==> src/design/tcc_pkg.sv <==
// constants, field positions and carrier types for the timer control and capture block
// assumes a 32-bit apb master and a single 250 mhz system clock
package tcc_pkg;

  // ----------------------------------------------------------------
  // register indices and byte addresses (address = index * 4)
  // ----------------------------------------------------------------
  localparam logic [15:0] IDX_MATCH_LO = 16'h7F18; // lower match data
  localparam logic [15:0] IDX_MATCH_HI = 16'h7F19; // upper match data
  localparam logic [15:0] IDX_COUNT_LO = 16'h7F1A; // lower count byte
  localparam logic [15:0] IDX_COUNT_HI = 16'h7F1B; // upper count byte
  localparam logic [15:0] IDX_RUN_FLAG = 16'h7F1C; // run and flag control
  localparam logic [15:0] IDX_CAPTURE = 16'h7F1D; // capture control
  localparam logic [15:0] IDX_CLK_PRE = 16'h7F1E; // clock and prescale control
  localparam logic [31:0] ADDR_MATCH_LO = {14'h0000, IDX_MATCH_LO, 2'h0};
  localparam logic [31:0] ADDR_MATCH_HI = {14'h0000, IDX_MATCH_HI, 2'h0};
  localparam logic [31:0] ADDR_COUNT_LO = {14'h0000, IDX_COUNT_LO, 2'h0};
  localparam logic [31:0] ADDR_COUNT_HI = {14'h0000, IDX_COUNT_HI, 2'h0};
  localparam logic [31:0] ADDR_RUN_FLAG = {14'h0000, IDX_RUN_FLAG, 2'h0};
  localparam logic [31:0] ADDR_CAPTURE = {14'h0000, IDX_CAPTURE, 2'h0};
  localparam logic [31:0] ADDR_CLK_PRE = {14'h0000, IDX_CLK_PRE, 2'h0};

  // ----------------------------------------------------------------
  // reset values and writable masks
  // ----------------------------------------------------------------
  localparam logic [7:0] RST_BYTE = 8'h00; // every register resets to zero
  localparam logic [3:0] RST_PRE = 4'h0; // prescaler count after reset
  localparam logic [7:0] CAPTURE_MASK = 8'h1F; // bits 7..5 read zero
  localparam logic [7:0] CLK_PRE_MASK = 8'hEF; // bit 4 reads zero

  // ----------------------------------------------------------------
  // field positions of run_flag_control
  // ----------------------------------------------------------------
  localparam int unsigned RF_UPPER_RUN = 7;
  localparam int unsigned RF_UPPER_FLAG = 6;
  localparam int unsigned RF_UPPER_IE = 5;
  localparam int unsigned RF_SPLIT = 4;
  localparam int unsigned RF_CAP_READ = 3;
  localparam int unsigned RF_MAIN_RUN = 2;
  localparam int unsigned RF_MAIN_FLAG = 1;
  localparam int unsigned RF_MAIN_IE = 0;

  // ----------------------------------------------------------------
  // field positions of capture_control and clock_prescale_control
  // ----------------------------------------------------------------
  localparam int unsigned CC_SRC_HI = 4;
  localparam int unsigned CC_SRC_LO = 3;
  localparam int unsigned CC_UPPER_FLAG = 2;
  localparam int unsigned CC_LOWER_FLAG = 1;
  localparam int unsigned CC_IE = 0;
  localparam int unsigned CP_CLK_HI = 7;
  localparam int unsigned CP_CLK_LO = 6;
  localparam int unsigned CP_EVENT_SEL = 5;
  localparam int unsigned CP_PRE_HI = 3;
  localparam int unsigned CP_PRE_LO = 0;

  // ----------------------------------------------------------------
  // clock source codes and input bit positions
  // ----------------------------------------------------------------
  localparam logic [1:0] CKSEL_SYSTEM = 2'h0;
  localparam logic [1:0] CKSEL_EVENT = 2'h1;
  localparam logic [1:0] CKSEL_AUX_A = 2'h2;
  localparam logic [1:0] CKSEL_AUX_B = 2'h3;
  localparam int unsigned IN_AUX_A = 6; // position of aux oscillator a in the sampled vector
  localparam int unsigned IN_AUX_B = 7; // position of aux oscillator b
  localparam int unsigned IN_WIDTH = 8; // six external lines plus two oscillators

  // ----------------------------------------------------------------
  // carrier types
  // ----------------------------------------------------------------
  typedef struct packed {
    logic psel;
    logic penable;
    logic pwrite;
    logic [31:0] paddr;
    logic [31:0] pwdata;
  } tcc_apb_req_t;

  typedef struct packed {
    logic aux_oscillator_b;
    logic aux_oscillator_a;
    logic [5:0] ext_line; // ext_line_zero .. ext_line_five
  } tcc_pins_t;

endpackage : tcc_pkg

==> src/design/tcc_timer.sv <==
// timer with 16-bit or dual 8-bit operation, capture, prescaler and apb registers
// assumes a zero-wait apb master on clock_i and asynchronous pin inputs
//
// Summary of operation
// - upper byte counts on overflow or prescale tick
// - read select swaps counters for capture bytes
// - split mode upper run low holds upper counter zero
// - upper flag set at zero in split mode, software clears
// - split mode upper enable and flag request
// - split bit picks 16-bit or dual 8-bit
// - main run low holds timer at zero
// - main flag set at zero, software clears
// - main enable and flag raise request
// - source field picks lower capture line
// - upper capture lines depend on mode
// - upper capture flag set only split mode
// - lower capture flag set on lower update
// - capture enable with either flag requests
// - clock field picks prescaler count clock
// - event select picks line two or three
// - prescale period is field plus one
// - match buffer reloads at zero, follows stopped
//
// The APB register port is this design's own decision.
`timescale 1ns/100ps
`default_nettype none

module tcc_timer (
  input wire logic clock_i,
  input wire logic rstn_i,
  input wire tcc_pkg::tcc_apb_req_t apb_i,
  output logic [31:0] prdata_o,
  output logic pready_o,
  output logic pslverr_o,
  input wire tcc_pkg::tcc_pins_t pins_i,
  output logic irq_req_o
);
  import tcc_pkg::*;

  // ----------------------------------------------------------------
  // pin synchronisers and rising edge detect
  // ----------------------------------------------------------------
  logic [IN_WIDTH-1:0] raw_in; // all pin inputs in one vector
  logic [IN_WIDTH-1:0] sync1_r; // first stage, read only by sync2_r
  logic [IN_WIDTH-1:0] sync2_r; // second stage
  logic [IN_WIDTH-1:0] prev_r; // delayed copy for edges
  logic [IN_WIDTH-1:0] rise; // one-cycle rising edge pulses

  assign raw_in = pins_i;

  genvar gi;
  generate
    for (gi = 0; gi < IN_WIDTH; gi = gi + 1) begin : g_sync
      // two flops then an edge register per input
      always_ff @(posedge clock_i or negedge rstn_i) begin
        if (!rstn_i) begin
          sync1_r[gi] <= 1'b0;
          sync2_r[gi] <= 1'b0;
          prev_r[gi] <= 1'b0;
        end else begin
          sync1_r[gi] <= raw_in[gi];
          sync2_r[gi] <= sync1_r[gi];
          prev_r[gi] <= sync2_r[gi];
        end
      end
      assign rise[gi] = sync2_r[gi] & ~prev_r[gi];
    end
  endgenerate

  // ----------------------------------------------------------------
  // register storage
  // ----------------------------------------------------------------
  logic [7:0] match_lo_r, match_lo_nxt; // lower_match_data
  logic [7:0] match_hi_r, match_hi_nxt; // upper_match_data
  logic [7:0] run_flag_r, run_flag_nxt; // run_flag_control
  logic [7:0] capture_r, capture_nxt; // capture_control
  logic [7:0] clk_pre_r, clk_pre_nxt; // clock_prescale_control
  logic [7:0] count_lo_r, count_lo_nxt; // lower_count_byte
  logic [7:0] count_hi_r, count_hi_nxt; // upper_count_byte
  logic [7:0] buf_lo_r, buf_lo_nxt; // lower match buffer
  logic [7:0] buf_hi_r, buf_hi_nxt; // upper match buffer
  logic [7:0] cap_lo_r, cap_lo_nxt; // lower_capture_byte
  logic [7:0] cap_hi_r, cap_hi_nxt; // upper_capture_byte
  logic [3:0] pre_cnt_r, pre_cnt_nxt; // prescaler counter
  logic [31:0] prdata_r, prdata_nxt; // registered read data

  // ----------------------------------------------------------------
  // apb decode
  // ----------------------------------------------------------------
  wire setup_w = apb_i.psel & ~apb_i.penable; // first cycle of a transfer
  wire access_w = apb_i.psel & apb_i.penable; // completing cycle
  wire wr_w = access_w & apb_i.pwrite; // write takes effect now
  wire [7:0] wd = apb_i.pwdata[7:0]; // byte written
  wire hit_match_lo = apb_i.paddr == ADDR_MATCH_LO;
  wire hit_match_hi = apb_i.paddr == ADDR_MATCH_HI;
  wire hit_count_lo = apb_i.paddr == ADDR_COUNT_LO;
  wire hit_count_hi = apb_i.paddr == ADDR_COUNT_HI;
  wire hit_run_flag = apb_i.paddr == ADDR_RUN_FLAG;
  wire hit_capture = apb_i.paddr == ADDR_CAPTURE;
  wire hit_clk_pre = apb_i.paddr == ADDR_CLK_PRE;
  wire mapped_w = hit_match_lo | hit_match_hi | hit_count_lo | hit_count_hi |
                  hit_run_flag | hit_capture | hit_clk_pre;
  wire wr_run_flag = wr_w & hit_run_flag;
  wire wr_capture = wr_w & hit_capture;

  // ----------------------------------------------------------------
  // control fields
  // ----------------------------------------------------------------
  wire upper_run_bit = run_flag_r[RF_UPPER_RUN];
  wire upper_match_flag = run_flag_r[RF_UPPER_FLAG];
  wire upper_irq_enable = run_flag_r[RF_UPPER_IE];
  wire split_mode_bit = run_flag_r[RF_SPLIT];
  wire capture_read_select = run_flag_r[RF_CAP_READ];
  wire main_run_bit = run_flag_r[RF_MAIN_RUN];
  wire main_match_flag = run_flag_r[RF_MAIN_FLAG];
  wire main_irq_enable = run_flag_r[RF_MAIN_IE];
  wire [1:0] capture_source_select = capture_r[CC_SRC_HI:CC_SRC_LO];
  wire upper_capture_flag = capture_r[CC_UPPER_FLAG];
  wire lower_capture_flag = capture_r[CC_LOWER_FLAG];
  wire capture_irq_enable = capture_r[CC_IE];
  wire [1:0] clock_source_select = clk_pre_r[CP_CLK_HI:CP_CLK_LO];
  wire event_line_select = clk_pre_r[CP_EVENT_SEL];
  wire [3:0] prescale_period = clk_pre_r[CP_PRE_HI:CP_PRE_LO];

  // ----------------------------------------------------------------
  // prescaler and count clocks
  // ----------------------------------------------------------------
  wire event_tick = event_line_select ? rise[3] : rise[2];
  wire count_tick = (clock_source_select == CKSEL_SYSTEM) ? 1'b1 :
                    (clock_source_select == CKSEL_EVENT) ? event_tick :
                    (clock_source_select == CKSEL_AUX_A) ? rise[IN_AUX_A] :
                    rise[IN_AUX_B];
  wire pre_run = main_run_bit | (split_mode_bit & upper_run_bit); // prescaler runs for either byte
  wire pre_match = pre_run & count_tick & (pre_cnt_r == prescale_period);
  // low byte takes events straight in split event mode
  wire lo_tick = (split_mode_bit & (clock_source_select == CKSEL_EVENT)) ? event_tick : pre_match;

  // prescaler count, cleared when stopped or at its match
  assign pre_cnt_nxt = !pre_run ? RST_PRE :
                       !count_tick ? pre_cnt_r :
                       pre_match ? RST_PRE : 4'(pre_cnt_r + 4'h1);

  // ----------------------------------------------------------------
  // counters and match logic
  // ----------------------------------------------------------------
  wire lo_run = main_run_bit;
  wire hi_run = split_mode_bit ? upper_run_bit : main_run_bit;
  wire lo_equal = split_mode_bit ? (count_lo_r == buf_lo_r) :
                  ({count_hi_r, count_lo_r} == {buf_hi_r, buf_lo_r}); // all 16 bits in full mode
  wire lo_match = lo_run & lo_tick & lo_equal;
  wire lo_ovf = lo_run & lo_tick & ~lo_match & (count_lo_r == 8'hFF);
  wire hi_tick = split_mode_bit ? pre_match : lo_ovf;
  wire hi_match = split_mode_bit ? (hi_run & hi_tick & (count_hi_r == buf_hi_r)) : lo_match;

  // lower byte: zero when stopped or matched, else count
  assign count_lo_nxt = (!lo_run | lo_match) ? RST_BYTE :
                        lo_tick ? 8'(count_lo_r + 8'h01) : count_lo_r;
  // upper byte: same scheme on its own tick
  assign count_hi_nxt = (!hi_run | hi_match) ? RST_BYTE :
                        hi_tick ? 8'(count_hi_r + 8'h01) : count_hi_r;
  // buffers track match data while stopped, reload at zero
  assign buf_lo_nxt = (!lo_run | lo_match) ? match_lo_r : buf_lo_r;
  assign buf_hi_nxt = (!hi_run | hi_match) ? match_hi_r : buf_hi_r;

  // ----------------------------------------------------------------
  // capture requests
  // ----------------------------------------------------------------
  wire lo_req = (capture_source_select == 2'h0) ? rise[0] :
                (capture_source_select == 2'h1) ? rise[2] :
                (capture_source_select == 2'h2) ? rise[4] : rise[5];
  wire hi_req_split = (capture_source_select == 2'h0) ? rise[1] :
                      (capture_source_select == 2'h1) ? rise[3] :
                      (capture_source_select == 2'h2) ? rise[5] : rise[4];
  wire hi_req = split_mode_bit ? hi_req_split : lo_req;

  assign cap_lo_nxt = lo_req ? count_lo_r : cap_lo_r;
  assign cap_hi_nxt = hi_req ? count_hi_r : cap_hi_r;

  // ----------------------------------------------------------------
  // flag set terms and software clear terms
  // ----------------------------------------------------------------
  wire set_main_flag = lo_match;
  wire set_upper_flag = split_mode_bit & hi_match;
  wire set_lower_cap = lo_req;
  wire set_upper_cap = split_mode_bit & hi_req;
  wire clr_main_flag = wr_run_flag & ~wd[RF_MAIN_FLAG];
  wire clr_upper_flag = wr_run_flag & ~wd[RF_UPPER_FLAG];
  wire clr_lower_cap = wr_capture & ~wd[CC_LOWER_FLAG];
  wire clr_upper_cap = wr_capture & ~wd[CC_UPPER_FLAG];

  // run_flag_control next value, set wins over clear
  always_comb begin
    run_flag_nxt = wr_run_flag ? wd : run_flag_r;
    run_flag_nxt[RF_MAIN_FLAG] = set_main_flag | (main_match_flag & ~clr_main_flag);
    run_flag_nxt[RF_UPPER_FLAG] = set_upper_flag | (upper_match_flag & ~clr_upper_flag);
  end

  // capture_control next value, reserved bits kept zero
  always_comb begin
    capture_nxt = wr_capture ? (wd & CAPTURE_MASK) : capture_r;
    capture_nxt[CC_LOWER_FLAG] = set_lower_cap | (lower_capture_flag & ~clr_lower_cap);
    capture_nxt[CC_UPPER_FLAG] = set_upper_cap | (upper_capture_flag & ~clr_upper_cap);
  end

  assign clk_pre_nxt = (wr_w & hit_clk_pre) ? (wd & CLK_PRE_MASK) : clk_pre_r;
  assign match_lo_nxt = (wr_w & hit_match_lo) ? wd : match_lo_r;
  assign match_hi_nxt = (wr_w & hit_match_hi) ? wd : match_hi_r;

  // ----------------------------------------------------------------
  // read mux, captured in the setup cycle
  // ----------------------------------------------------------------
  wire [7:0] rd_count_lo = capture_read_select ? cap_lo_r : count_lo_r;
  wire [7:0] rd_count_hi = capture_read_select ? cap_hi_r : count_hi_r;
  wire [7:0] rd_byte = hit_match_lo ? match_lo_r :
                       hit_match_hi ? match_hi_r :
                       hit_count_lo ? rd_count_lo :
                       hit_count_hi ? rd_count_hi :
                       hit_run_flag ? run_flag_r :
                       hit_capture ? capture_r :
                       hit_clk_pre ? clk_pre_r : RST_BYTE;
  assign prdata_nxt = (setup_w & ~apb_i.pwrite) ? {24'h000000, rd_byte} : prdata_r;

  // ----------------------------------------------------------------
  // state registers
  // ----------------------------------------------------------------
  // register bank and apb read data
  always_ff @(posedge clock_i or negedge rstn_i) begin
    if (!rstn_i) begin
      match_lo_r <= RST_BYTE;
      match_hi_r <= RST_BYTE;
      run_flag_r <= RST_BYTE;
      capture_r <= RST_BYTE;
      clk_pre_r <= RST_BYTE;
      prdata_r <= 32'h00000000;
    end else begin
      match_lo_r <= match_lo_nxt;
      match_hi_r <= match_hi_nxt;
      run_flag_r <= run_flag_nxt;
      capture_r <= capture_nxt;
      clk_pre_r <= clk_pre_nxt;
      prdata_r <= prdata_nxt;
    end
  end

  // counters, buffers, captures, prescaler
  always_ff @(posedge clock_i or negedge rstn_i) begin
    if (!rstn_i) begin
      count_lo_r <= RST_BYTE;
      count_hi_r <= RST_BYTE;
      buf_lo_r <= RST_BYTE;
      buf_hi_r <= RST_BYTE;
      cap_lo_r <= RST_BYTE;
      cap_hi_r <= RST_BYTE;
      pre_cnt_r <= RST_PRE;
    end else begin
      count_lo_r <= count_lo_nxt;
      count_hi_r <= count_hi_nxt;
      buf_lo_r <= buf_lo_nxt;
      buf_hi_r <= buf_hi_nxt;
      cap_lo_r <= cap_lo_nxt;
      cap_hi_r <= cap_hi_nxt;
      pre_cnt_r <= pre_cnt_nxt;
    end
  end

  // ----------------------------------------------------------------
  // outputs
  // ----------------------------------------------------------------
  assign prdata_o = prdata_r;
  assign pready_o = access_w; // zero wait states
  assign pslverr_o = access_w & ~mapped_w; // unmapped address
  // one shared request line for all three sources
  assign irq_req_o = (split_mode_bit & upper_irq_enable & upper_match_flag) |
                     (main_irq_enable & main_match_flag) |
                     (capture_irq_enable & (lower_capture_flag | upper_capture_flag));
endmodule : tcc_timer

`default_nettype wire

==> config.mk <==
export PLATFORM = sky130hd
export DESIGN_NAME = tcc_timer
export DESIGN_NICKNAME = d
export VERILOG_FILES = /design/src/design/tcc_pkg.sv /design/src/design/tcc_timer.sv
export SDC_FILE = /design/constraint.sdc
export NUM_CORES = 1
export LEC_CHECK = 0
export BUFFER_PORTS_ARGS = -buffer_cell sky130_fd_sc_hd__buf_2
export CAP_MARGIN = 0
export CORE_ASPECT_RATIO = 1.25
export CORE_UTILIZATION = 59
export CTS_BUF_LIST = sky130_fd_sc_hd__clkbuf_4 sky130_fd_sc_hd__clkbuf_8 sky130_fd_sc_hd__clkbuf_16
export DETAILED_ROUTE_END_ITERATION = 7
export PLACE_DENSITY = 0.84
export SLEW_MARGIN = 0
export SYNTH_ARGS = -nofsm -noshare
export SYNTH_HDL_FRONTEND = slang
export SYNTH_SLANG_ARGS = --single-unit
==> constraint.sdc <==
create_clock -name clock_i -period 4.1 [get_ports clock_i]
set_input_delay 0.205 -clock clock_i [delete_from_list [all_inputs] [get_ports clock_i]]
set_output_delay 0.205 -clock clock_i [all_outputs]
set_load 0.1 [all_outputs]
# Word-level counts from Yosys, hierarchy flattened

Cells that the tools add are included.

Flip-flop bits (word level): 120
Input bits: 77
Output and inout port bits: 35
Logic and storage cells: 174

Add/subtract/negate cells: 3
Eq/ne operators: 17
Mux-type cells: 32
Bitwise logic cells: 77
Reductions and logical operators: 6

Operator list:

| operator               | count |
|---|---|
| $eq A32 B17 Y1 const B | 7 |
| $mux W8                | 13 |
| $and A1 B1 Y1          | 42 |
| $not A1 Y1             | 19 |
| $add A8 B1 Y8 const B  | 2 |
| $eq A16 B16 Y1         | 1 |
| $eq A8 B8 Y1           | 2 |
| $mux W1                | 16 |
| $or A1 B1 Y1           | 16 |
| $mux W4                | 3 |
| $eq A8 B8 Y1 const B   | 1 |
| $add A4 B1 Y4 const B  | 1 |
| $eq A2 B1 Y1 const B   | 2 |
| $eq A2 B2 Y1 const B   | 2 |
| $eq A4 B4 Y1           | 1 |
| $logic_not A2 Y1       | 2 |
| $reduce_bool A2 Y1     | 2 |
| $logic_not A1 Y1       | 2 |
| $ne A2 B2 Y1 const B   | 1 |

# Logic depth before layout (Yosys ltp)

Gate-level depths: netlist of run 1.

Depth after elaboration: 19
Gate-level depth with buffers: 9
Mapped depth without buffers: 7

# Worst setup path after synthesis of run 1

Ideal clock, no wire load.

Path type: input to register
From: input apb_i[60] (netlist name)
To: register match_lo_r[0]
Setup time: 0.125 ns
Arrival: 2.355 ns
Required time: 3.975 ns
Setup slack: 1.620 ns
Stages: 9
Path buffers: 3
Cells stage by stage: nor4_1 -> nand4_1 -> or3_1 -> buf_2 -> or4_1 -> buf_2 -> or3_1 -> buf_6 -> mux2_4

Word-level cells in the longest chain between the ends: 2

RTL lines:

| what                 | line             | text |
|---|---|---|
| from (decl)          | tcc_timer.sv:31  | `input wire tcc_pkg::tcc_apb_req_t apb_i,` |
| $eq A32 B17 Y1       | tcc_timer.sv:94  | `wire hit_match_lo = apb_i.paddr == ADDR_MATCH_LO;` |
| $and A1 B1 Y1        | tcc_timer.sv:206 | `assign match_lo_nxt = (wr_w & hit_match_lo) ? wd : match_lo_r;` |
| to (signal assigned) | tcc_timer.sv:236 | `match_lo_r <= match_lo_nxt;` |
| to (decl)            | tcc_timer.sv:73  | `logic [7:0] match_lo_r, match_lo_nxt;` |

No other way between the ends.
A chain may end at the register's enable or synchronous reset.

# Worst setup path after layout of run 1

From: register clk_pre_r[3]
To: register count_hi_r[7]

Word-level cells in the longest chain between the ends: 14
Elaborated cells on any way between the ends: 15
Classes of those cells: 1 x eq/ne; 4 x mux; 9 x bitwise; 1 x reduce/logical

RTL lines:

| what                                          | line                               | text |
|---|---|---|
| from (decl)                                   | tcc_timer.sv:77                    | `logic [7:0] clk_pre_r, clk_pre_nxt;` |
| from (signal assigned)                        | tcc_timer.sv:240                   | `clk_pre_r <= clk_pre_nxt;` |
| $eq A4 B4 Y1 *                                | tcc_timer.sv:134                   | `wire pre_match = pre_run & count_tick & (pre_cnt_r == prescale_period);` |
| $and A1 B1 Y1 *                               | tcc_timer.sv:134                   |  |
| $mux W1                                       | tcc_timer.sv:136                   | `wire lo_tick = (split_mode_bit & (clock_source_select == CKSEL_EVENT)) ? event_tick : pre_match;` |
| $and A1 B1 Y1                                 | tcc_timer.sv:150, tcc_timer.sv:151 |  |
| $and A1 B1 Y1                                 | tcc_timer.sv:150                   | `wire lo_match = lo_run & lo_tick & lo_equal;` |
| $not A1 Y1                                    | tcc_timer.sv:151                   | `wire lo_ovf = lo_run & lo_tick & ~lo_match & (count_lo_r == 8'hFF);` |
| $and A1 B1 Y1 (2 in series)                   | tcc_timer.sv:151                   |  |
| $mux W1                                       | tcc_timer.sv:152                   | `wire hi_tick = split_mode_bit ? pre_match : lo_ovf;` |
| $and A1 B1 Y1 (2 in series)                   | tcc_timer.sv:153                   | `wire hi_match = split_mode_bit ? (hi_run & hi_tick & (count_hi_r == buf_hi_r)) : lo_match;` |
| $mux W1                                       | tcc_timer.sv:153                   |  |
| $or A1 B1 Y1                                  | tcc_timer.sv:159                   | `assign count_hi_nxt = (!hi_run \| hi_match) ? RST_BYTE :` |
| $mux W8 or $reduce_bool A2 Y1 (tied branches) | --                                 |  |
| to (signal assigned)                          | tcc_timer.sv:257                   | `count_hi_r <= count_hi_nxt;` |
| to (decl)                                     | tcc_timer.sv:79                    | `logic [7:0] count_hi_r, count_hi_nxt;` |

Every way passes the cells marked *; elsewhere a longest branch is shown, timed or not.

==> results of run 1 <==
[critical path: stages, from the launching register on]
cell and delay, ns:
dfrtp_1 0.42, xor2_1 0.19, nor4_1 0.43, or3b_1 0.40
a21o_1 0.35, o31a_1 0.52, or4_1 0.55, a21oi_1 0.15
[layer usage]
metal / up-vias / GRT usage [%] / routed length, um
li1: 1951 / - / -
met1: 2175 / 35.8 / 5420
met2: 193 / 53.6 / 7680
met3: 42 / 7.80 / 823
met4: 0 / 13.5 / 505
met5: - / 0 / 0
[state kept, by name, summed over array words and instances (netlist names)]
name / cells
buf_hi_r: 8
buf_lo_r: 8
cap_hi_r: 8
cap_lo_r: 8
capture_r: 5
clk_pre_r: 7
count_hi_r: 8
count_lo_r: 8
match_hi_r: 8
match_lo_r: 8
prdata_o: 8
pre_cnt_r: 4
prev_r: 8
run_flag_r: 8
sync1_r: 8
sync2_r: 8
[worst paths after layout]
check / end / slack (ns) / cells past startpoint
max in group asynchronous: count_lo_r[6]$_DFFE_PN0P_ / 2.91 / 3
worst min register to register: sync2_r[2]$_DFF_PN0_ / 0.35 / 0
min in group asynchronous: sync1_r[7]$_DFF_PN0_ / 0.27 / 2
worst max-delay path: count_hi_r[7]$_DFFE_PN0P_ / 1.01 / 7
worst max register to register: count_hi_r[7]$_DFFE_PN0P_ / 1.01 / 7
worst min-delay path: run_flag_r[4]$_DFFE_PN0P_ / 0.14 / 2
[synthesized netlist by cell type (all sizes together), types with 10 or more instances]
cell / instances
xnor2: 21
inv: 12
nand2: 31
mux2: 70
buf: 31
nand3: 10
mux2i: 14
nor3: 10
nor2: 23
clkbuf: 15
a21oi: 18
or3: 13
dfrtp: 120
o21ai: 29
[area by class of cell]
cell class | count | area, sq um | share of cell area (%)
Sequential cell | 120 | 3000 | 43.7
Multi-Input combinational cell | 353 | 2570 | 37.4
Clock buffer | 24 | 509 | 7.41
Timing Repair Buffer | 77 | 445 | 6.48
Tap cell | 126 | 158 | 2.29
Clock inverter | 7 | 139 | 2.02
Inverter | 12 | 45.0 | 0.655
[through the flow]
| stage | cell area (sq um) | total power (uW) | instances |
|---|---|---|---|
| floorplan | 5900 | 1460 | 531 |
| detailed placement | 6130 | 1520 | 679 |
| CTS | 6870 | 3140 | 719 |
| finish | 6870 | 3120 | 719 |
| global placement | 6130 | 1520 | 679 |
| global route | 6870 | 3210 | 719 |
[cells in the final DEF (no fill, tap or decap), drive strengths merged, types with 3 or more instances in the layout]
cell         instances
a21oi               18
o22ai                5
a21o                 3
xor2                 6
dfrtp              120
o21ai               29
xnor2               21
o31ai                4
a221oi               3
or3                 13
buf                 68
mux2i               14
nand2               31
inv                 12
a2111oi              4
nor2                23
or4                  8
a22oi                3
nand3b               6
a22o                 3
ha                   3
nand3               10
dlygate4sd3          9
mux2                70
clkbuf              24
nor3                10
clkinv               3
nor4                 7
a211oi               4
bufinv               4
nand4                8
conb                24
[power breakdown]
group	internal (uW)	total (uW)	leakage [uW]	switching [uW]
clock	1110	1610	0.000323	506
sequential	1210	1220	0.00159	11.7
combinational	47.7	292	0.00124	244
[cells by family after synthesis]
family / count (synthesis)
AO/OA/AOI/OAI: 87
multiplexers: 84
flip-flops: 120
AND/OR/NAND/NOR: 128
other: 1
buffers and inverters: 58
XOR/XNOR: 27
adder cells (fa/ha/maj): 3
[what timing repair did]
item	in CTS	in global routing
hold buffers	9	0
buffers inserted	0	0
endpoints found under the hold margin	43	0
==> metrics, run 1 <==
status complete, no violations; CP startpoint kind register; Pleak 0.00315 uW; slack of the critical path 1.01 ns; worst-margin pin slew 0.995 ns; Synth Flop Type dfrtp_1; io pins 112; first drt pass iteration count 5; Clock Skews 0.00784 ns; Post-DP HPWL 10100 um; drt wl/cell 20.1 um; Worst setup EP type register; area growth from synthesis to layout 18.3%; Distinct cells, synth 54; first-pass GRT wire length 23400 um; FF+latch count, synth 120; crit path from clk_pre_r[3]$_DFFE_PN0P_; Routed WL 14400 um; Reg2Reg Launch Point clk_pre_r[3]$_DFFE_PN0P_; max-slew violations 0; Final period util 75.3%; DIE AREA 10200 sq um; setup TNS 0 ns; largest family of logic cells by synthesized area multiplexers; initial antenna violation count 0; multiplexer share of the synthesized area 16.5%; Via density 6.07; Setup violations, final 0; Num CTS Buffers 17; post-cts resize count 0; Final Hold Fails 0; share of the synthesized area in the top cell type 51.7%; Nets 661; largest cells by area after synthesis dfrtp_1 (52%), mux2_2 (12%), xnor2_1 (3.2%); CTS Sinks 120; register area share after synthesis 51.7%; post-synthesis cell area 5810 sq um; DRT iter0 DRCs 406; Max FO, Critical Path 14; arrival time at the worst endpoint 3.43 ns; slew margin rel. 32.0%; startpoint of the worst hold path apb_i[4]; min Tclk post-route 3.09 ns; Starting Density 60.5%; vias in the first global route 4551; gpl congestion 0.945; clock slew at reported path FFs 0.06 ns; Clock Tree Root clkbuf_16; async set-reset flop share out of synthesis 100%; MaxCap Viol Count 0; Tightest Hold Check Type input pin to register; largest net degree at the start of global routing 46; Overall Global Routing Usage 30.8%; core area 9610 sq um; TritonCTS clock tree done; H-Tree Depth 4; final core occ 71.5%; CP Class register to register; PwrDens 455 nW/um^2; RSZ-0062 raised after global routing no; I/O Buffers 63; Overflow after GRT 0; fmax 324 MHz; drc violations 0; adder-cell share of the synthesized area 0.646%; largest area contributor in the netlist dfrtp_1; Synth Instances 508; XOR/XNOR Fraction of Synth Area 4.07%; Worst VDD drop 0.320 mV; worst-case clock buffer depth 2; row cnt 40; Antenna Nets Post-Route 0; die width 90.8 um; DIE HEIGHT 113 um; CP required 4.44 ns; layout cells sized above 1 29.7%; FILL cells 676; EDFF count, synth 0; placement-stage worst setup slack 1.09 ns; Post-Syn Area per Cell 11.4 sq um; Worst-Skew Late Latency 0.41 ns; diode count 0; Synth warnings 0; Synth Area in Compound Gates 9.54%; via count 4361; Synth Area in Simple Gates 12.0%; hold_ws 0.137 ns
(Power assumes the default switching activity.)
==> run 2: changes to the inputs <==
- CORE_UTILIZATION: 59 -> 55
- PLACE_DENSITY: 0.84 -> 0.79
- clock period: 4.1 -> 2.9 ns (I/O delays scaled with it)
==> metrics, run 2 (same netlist as run 1, synthesis figures left out) <==
most common cell after layout, fill and taps aside dfrtp_1; power after layout 4110 uW (+32%); status complete, no violations; first-pass GRT wire length 22300 um (-4.9%); DRT iter0 DRCs 389 (-4.2%); min Tclk post-route 2.71 ns (-0.376 ns); Nets 673 (+1.8%); initial antenna violation count 0 (unchanged); first drt pass iteration count 5 (unchanged); row cnt 41 (+2.5%); die width 93.9 um (+3.5%); clock slew at reported path FFs 0.05 ns (about the same); area growth from synthesis to layout 18.8%; DIE HEIGHT 117 um (+3.5%); PwrDens 596 nW/um^2 (+31%); worst-margin pin slew 0.935 ns (-0.0599 ns); Pleak 0.00316 uW (+0.46%); dpl cells 694 (+2.2%); post-placement cell area 6240 sq um (+1.7%); setup TNS 0 ns (unchanged); io pins 112 (unchanged); vias in the first global route 4308 (-5.3%); post-CTS setup buffers 0 (unchanged); Routed WL 13800 um (-4.3%); design area 6900 sq um (+0.42%); Max FO, Critical Path 12 (-2); diode count 0 (unchanged); FILL cells 725 (+7.2%); MaxCap Viol Count 0 (unchanged); H-Tree Depth 4 (unchanged); CTS Sinks 120 (unchanged); slew margin rel. 36.1% (+4.1 points); Tightest Hold Check Type input pin to register; CP Class register to register; Overflow after GRT 0 (unchanged); Hold Buf Count CTS 9 (unchanged); CP required 3.23 ns (-1.21 ns); Final Instance Count excl. Fillers 735 (+2.2%); Clock Skews 0.00544 ns (-0.00240 ns); Overall Global Routing Usage 27.7% (-3.1 points); post-cts resize count 0 (unchanged); gpl congestion 0.978 (+3.5%); worst-case clock buffer depth 2 (unchanged); Worst VDD drop 0.418 mV (+30%); Num CTS Buffers 17 (unchanged); CP startpoint kind register; drt wl/cell 18.8 um (-6.4%); Setup violations, final 0 (unchanged); via count 4342 (-0.44%); drc violations 0 (unchanged); Post-DP HPWL 10100 um (about the same); Antenna Nets Post-Route 0 (unchanged); max-slew violations 0 (unchanged); Worst setup EP type register; Clock Tree Root clkbuf_16; I/O Buffers 63 (unchanged); RSZ-0062 raised after global routing no; Final period util 93.5% (+18 points); layout cells sized above 1 31.2% (+1.5 points); TritonCTS clock tree done; fmax 369 MHz (+14%); core area 10200 sq um (+6.2%); largest net degree at the start of global routing 70 (+52%); Final Hold Fails 0 (unchanged); Worst-Skew Late Latency 0.41 ns (about the same); most frequent cells in the layout dfrtp_1 (120), mux2_2 (62), buf_2 (62); Starting Density 56.9% (-3.5 points); DIE AREA 11000 sq um (+7.1%); Via density 5.91 (-2.6%); hold_ws 0.0737 ns (-0.0633 ns); arrival time at the worst endpoint 3.05 ns (-0.38 ns)
## run 2: changes by cell type in the layout (fill, tap and decap cells not counted), moves of 2 or more
cell and change:
clkinvlp_4 +3, clkinv_4 +4, clkbuf_8 -4, bufinv_16 -3, inv_6 +2, buf_4 +11
## run 2: power by group
part,switching (uW),internal [uW]
clock network,762,1210
registers,14.2,1710
logic,345,68.4
## run 2: area by class of cell
class,instances,area (sq um),area share (%)
Sequential cell,120,3000,43.5
Multi-Input combinational cell,353,2570,37.3
Timing Repair Buffer,89,548,7.94
Clock buffer,19,447,6.47
Tap cell,129,161,2.34
Clock inverter,13,124,1.80
Inverter,12,45.0,0.653
## run 2: worst paths after layout
path | from | endpoint | slack, ns | cells past startpoint
max in group asynchronous | rstn_i | sync1_r[1]$_DFF_PN0_ | 1.81 | 3
setup reg to reg | clk_pre_r[3]$_DFFE_PN0P_ | count_hi_r[4]$_DFFE_PN0P_ | 0.19 | 8
setup / recovery | clk_pre_r[3]$_DFFE_PN0P_ | count_hi_r[4]$_DFFE_PN0P_ | 0.19 | 8
hold / removal | apb_i[6] | clk_pre_r[6]$_DFFE_PN0P_ | 0.07 | 2
hold reg to reg | sync1_r[2]$_DFF_PN0_ | sync2_r[2]$_DFF_PN0_ | 0.35 | 0
min in group asynchronous | rstn_i | prev_r[6]$_DFF_PN0_ | 0.31 | 2
## run 2: critical path, cell delays in order (launching register included)
cell	delay [ns]
dfrtp_1	0.42
xor2_1	0.19
nor4_1	0.39
or3b_1	0.38
a21o_1	0.22
o31a_1	0.34
buf_4	0.20
or3_1	0.35
a21oi_1	0.15
## run 2: metal layers
layer  wire (um)  vias to the layer above  track usage, %
met2        6940                      162            46.8
met1        5630                     2169            33.7
met3         651                       41            6.20
met5           0                        -               0
li1            -                     1970               -
met4         591                        0            13.2
## run 2: per-stage QoR
| step | utilization [%] | worst slack, ns |
|---|---|---|
| after floorplan | - | 0.429 |
| after global placement | 61.1 | 0.228 |
| after detailed placement | 61.1 | 0.165 |
| after CTS | 67.6 | 0.190 |
| after global routing | 67.6 | 0.0488 |
| final | 67.6 | 0.187 |
==> run 3: changes to the inputs <==
- ABC_AREA: default -> 1
- CORE_UTILIZATION: 55 -> 56
- PLACE_DENSITY: 0.79 -> 0.8
==> metrics, run 3 <==
dominant cell by count in the synthesized netlist nand2_1; Setup violations, final 0 (unchanged); first drt pass iteration count 5 (unchanged); NetSw 1070 uW (-4.7%); worst-margin pin slew 0.740 ns (-0.194 ns); largest area contributor in the netlist dfrtp_1; Distinct cells, synth 45 (-17%); die width 97.0 um (+3.3%); Synth Flop Type dfrtp_1; Via density 5.31 (-10%); area growth from synthesis to layout 16.1%; vias in the first global route 5047 (+17%); Post-Syn Area per Cell 8.14 sq um (-29%); largest cells by area after synthesis dfrtp_1 (47%), nand2_1 (12%), nand3_1 (5.4%); PwrDens 572 nW/um^2 (-3.9%); core area 11000 sq um (+8.0%); Clock Tree Root clkbuf_16; post-synthesis cell area 6320 sq um (+8.8%); clock network fraction of total power 50.8% (+2.7 points); Antenna Nets Post-Route 0 (unchanged); Crit. path cell count 13 (+5); RSZ-0062 raised after global routing no; Synth warnings 0 (unchanged); Tightest Hold Check Type input pin to register; FF-to-FF End buf_hi_r[3]$_DFFE_PN0P_; most common cell after layout, fill and taps aside nand2_1; Worst VDD drop 0.426 mV (+1.9%); fmax 476 MHz (+29%); most frequent cells in the layout nand2_1 (198), dfrtp_1 (120), nand3_1 (68); TritonCTS clock tree done; top cells by count, synth nand2_1 (198), dfrtp_1 (120), nand3_1 (68); Worst-Skew Late Latency 0.42 ns (about the same); post-CTS setup buffers 0 (unchanged); CTS Sinks 120 (unchanged); CP Class register to register; Routed WL 14700 um (+6.6%); Starting Density 57.3% (+0.42 points); Final Hold Fails 0 (unchanged); crit path from clk_pre_r[6]$_DFFE_PN0P_; Combinational Power Share 7.8% (-2.3 points); Slowest-stage cell, CP dfrtp_1; async set-reset flop share out of synthesis 100% (unchanged); status complete, no violations; Synth Instances 777 (+53%); register area 3000 sq um (unchanged); Critical Path Max Stage Delay 0.41 ns (about the same); post-placement cell area 6640 sq um (+6.4%); Final period util 72.4% (-21 points); register area share after synthesis 47.5% (-4.2 points); worst-case clock buffer depth 2 (unchanged); drc violations 0 (unchanged); diode count 0 (unchanged); Clock Skews 0.0100 ns (+0.00459 ns); slew margin rel. 50.6% (+15 points); part of the power in registers 41.4% (-0.5 points); CP required 3.25 ns (+0.02 ns); min Tclk post-route 2.10 ns (-0.612 ns); Buffers & Inverters on Critical Path 0 (-1); DIE AREA 11700 sq um (+6.7%); CP endpoint buf_hi_r[3]$_DFFE_PN0P_; DIE HEIGHT 121 um (+3.3%); MaxCap Viol Count 0 (unchanged); I/O Buffers 63 (unchanged); Pleak 0.00357 uW (+13%); layout cells sized above 1 18.6% (-13 points); share of the synthesized area in the top cell type 47.5% (-4.2 points); max-slew violations 0 (unchanged); first-pass GRT wire length 24200 um (+8.4%); arrival time at the worst endpoint 2.45 ns (-0.60 ns); multi-input logic area 2810 sq um (+9.1%); Num CTS Buffers 17 (unchanged); via count 5323 (+23%); CP startpoint kind register; largest net degree at the start of global routing 60 (-14%); gpl congestion 0.872 (-11%); FF+latch count, synth 120 (unchanged); initial antenna violation count 0 (unchanged); EDFF count, synth 0 (unchanged); Nets 934 (+39%); Overflow after GRT 0 (unchanged); FF-to-FF setup slack 0.80 ns (+0.61 ns); Worst setup EP type register; design area 7340 sq um (+6.4%); DRT iter0 DRCs 396 (+1.8%); Reg2Reg Launch Point clk_pre_r[6]$_DFFE_PN0P_; setup TNS 0 ns (unchanged); Post-DP HPWL 10500 um (+4.5%); Int Pwr 3130 uW (+4.8%); crit-path cells nor2_1 > nand2_1 > nand3_1 > nand2_4 > nor2_4 > nand3_2 > nand2_2 > nand3_4 > nand3_2 > nand2_2 > nand2_8 > nand2_2 > nand2_1; Sw Ratio 25.4% (-1.8 points); Crit path top cell by count nand2_2; CP delay by family, top simple AND/OR/NAND/NOR gates; row cnt 43 (+4.9%); Max FO, Critical Path 20 (+8); drt wl/cell 14.7 um (-22%); Overall Global Routing Usage 26.5% (-1.1 points); FILL cells 897 (+24%); final core occ 66.6% (-1.0 points); io pins 112 (unchanged); R2R depth 13 (+5); H-Tree Depth 4 (unchanged); clock slew at reported path FFs 0.06 ns (about the same); post-cts resize count 0 (unchanged)
-- run 3: cell types whose count changed in the layout (fill, tap and decap cells not counted), sizes merged, moves of 7 or more --
cell,before,now
nand3,10,74
or3,13,0
nor2,23,74
o21ai,29,56
mux2,70,0
mux2i,14,1
inv,14,76
nand2,31,218
nand4,8,25
or4,8,0
xnor2,21,14
buf,80,71
-- run 3: worst min-delay path by stage --
stage / slack (ns) / from / end / cells past startpoint
after global placement: 0.25 / rstn_i / cap_lo_r[2]$_DFFE_PN0P_ / 1
after floorplan: -0.15 / rstn_i / buf_hi_r[0]$_DFFE_PN0P_ / 0
after global routing: 0.03 / apb_i[6] / run_flag_r[6]$_DFF_PN0_ / 3
after CTS: 0.002 / apb_i[6] / run_flag_r[6]$_DFF_PN0_ / 3
after detailed placement: 0.25 / pins_i[4] / sync1_r[4]$_DFF_PN0_ / 1
final: 0.008 / apb_i[6] / run_flag_r[6]$_DFF_PN0_ / 3
-- run 3: power groups by stage --
stage | clock network (uW) | logic (uW) | registers [uW]
after floorplan | 0 | 234 | 1780
after global placement | 0 | 317 | 1760
after detailed placement | 0 | 321 | 1770
after CTS | 2150 | 331 | 1740
after global routing | 2210 | 355 | 1740
final | 2130 | 330 | 1740
-- run 3: metrics by stage --
stage                     std cells  total power, uW  hold WS, ns  setup WS (ns)
after global routing           1002             4310       0.0316          0.605
final                          1002             4200      0.00780          0.799
after CTS                      1002             4220      0.00153          0.810
after global placement          960             2080        0.253          0.871
after detailed placement        960             2090        0.255          0.827
after floorplan                 800             2010       -0.151          0.534
-- run 3: final cells by class --
class / count / share of cell area, %
multi-input combinational: 559 / 38.2
sequential: 120 / 40.9
clock buffer: 17 / 5.79
timing repair buffer: 81 / 6.51
inverter: 75 / 3.83
clock inverter: 15 / 2.44
tap: 135 / 2.30
-- run 3: tightest hold or removal path, cell delays in order --
cell and delay [ns]:
buf_2 0.09, o21ai_0 0.08, nand2_1 0.07
-- run 3: routing by layer --
layer  routed length (um)  global-route usage [%]
met2                 7420                    45.4
met4                  403                    11.4
met5                    0                       0
met3                  688                    4.80
met1                 6210                    33.1
-- run 3: cells by family (layout without fill, tap and decap cells) --
| logic type | Yosys count | after routing | synth area share [%] |
|---|---|---|---|
| simple gates | 419 | 419 | 30.9 |
| buf+inv | 121 | 188 | 9.48 |
| flops | 120 | 120 | 47.5 |
| compound gates | 90 | 90 | 8.27 |
| xor+xnor | 22 | 22 | 3.05 |
| fa+ha+maj | 3 | 3 | 0.594 |
| other cells | 1 | 24 | 0.0593 |
| mux | 1 | 1 | 0.158 |
-- run 3: what timing repair did --
action | 4_1_cts | 5_1_grt
hold buffers | 10 | 0
hold endpoints to repair | 65 | 0
setup endpoints to repair | 0 | 0
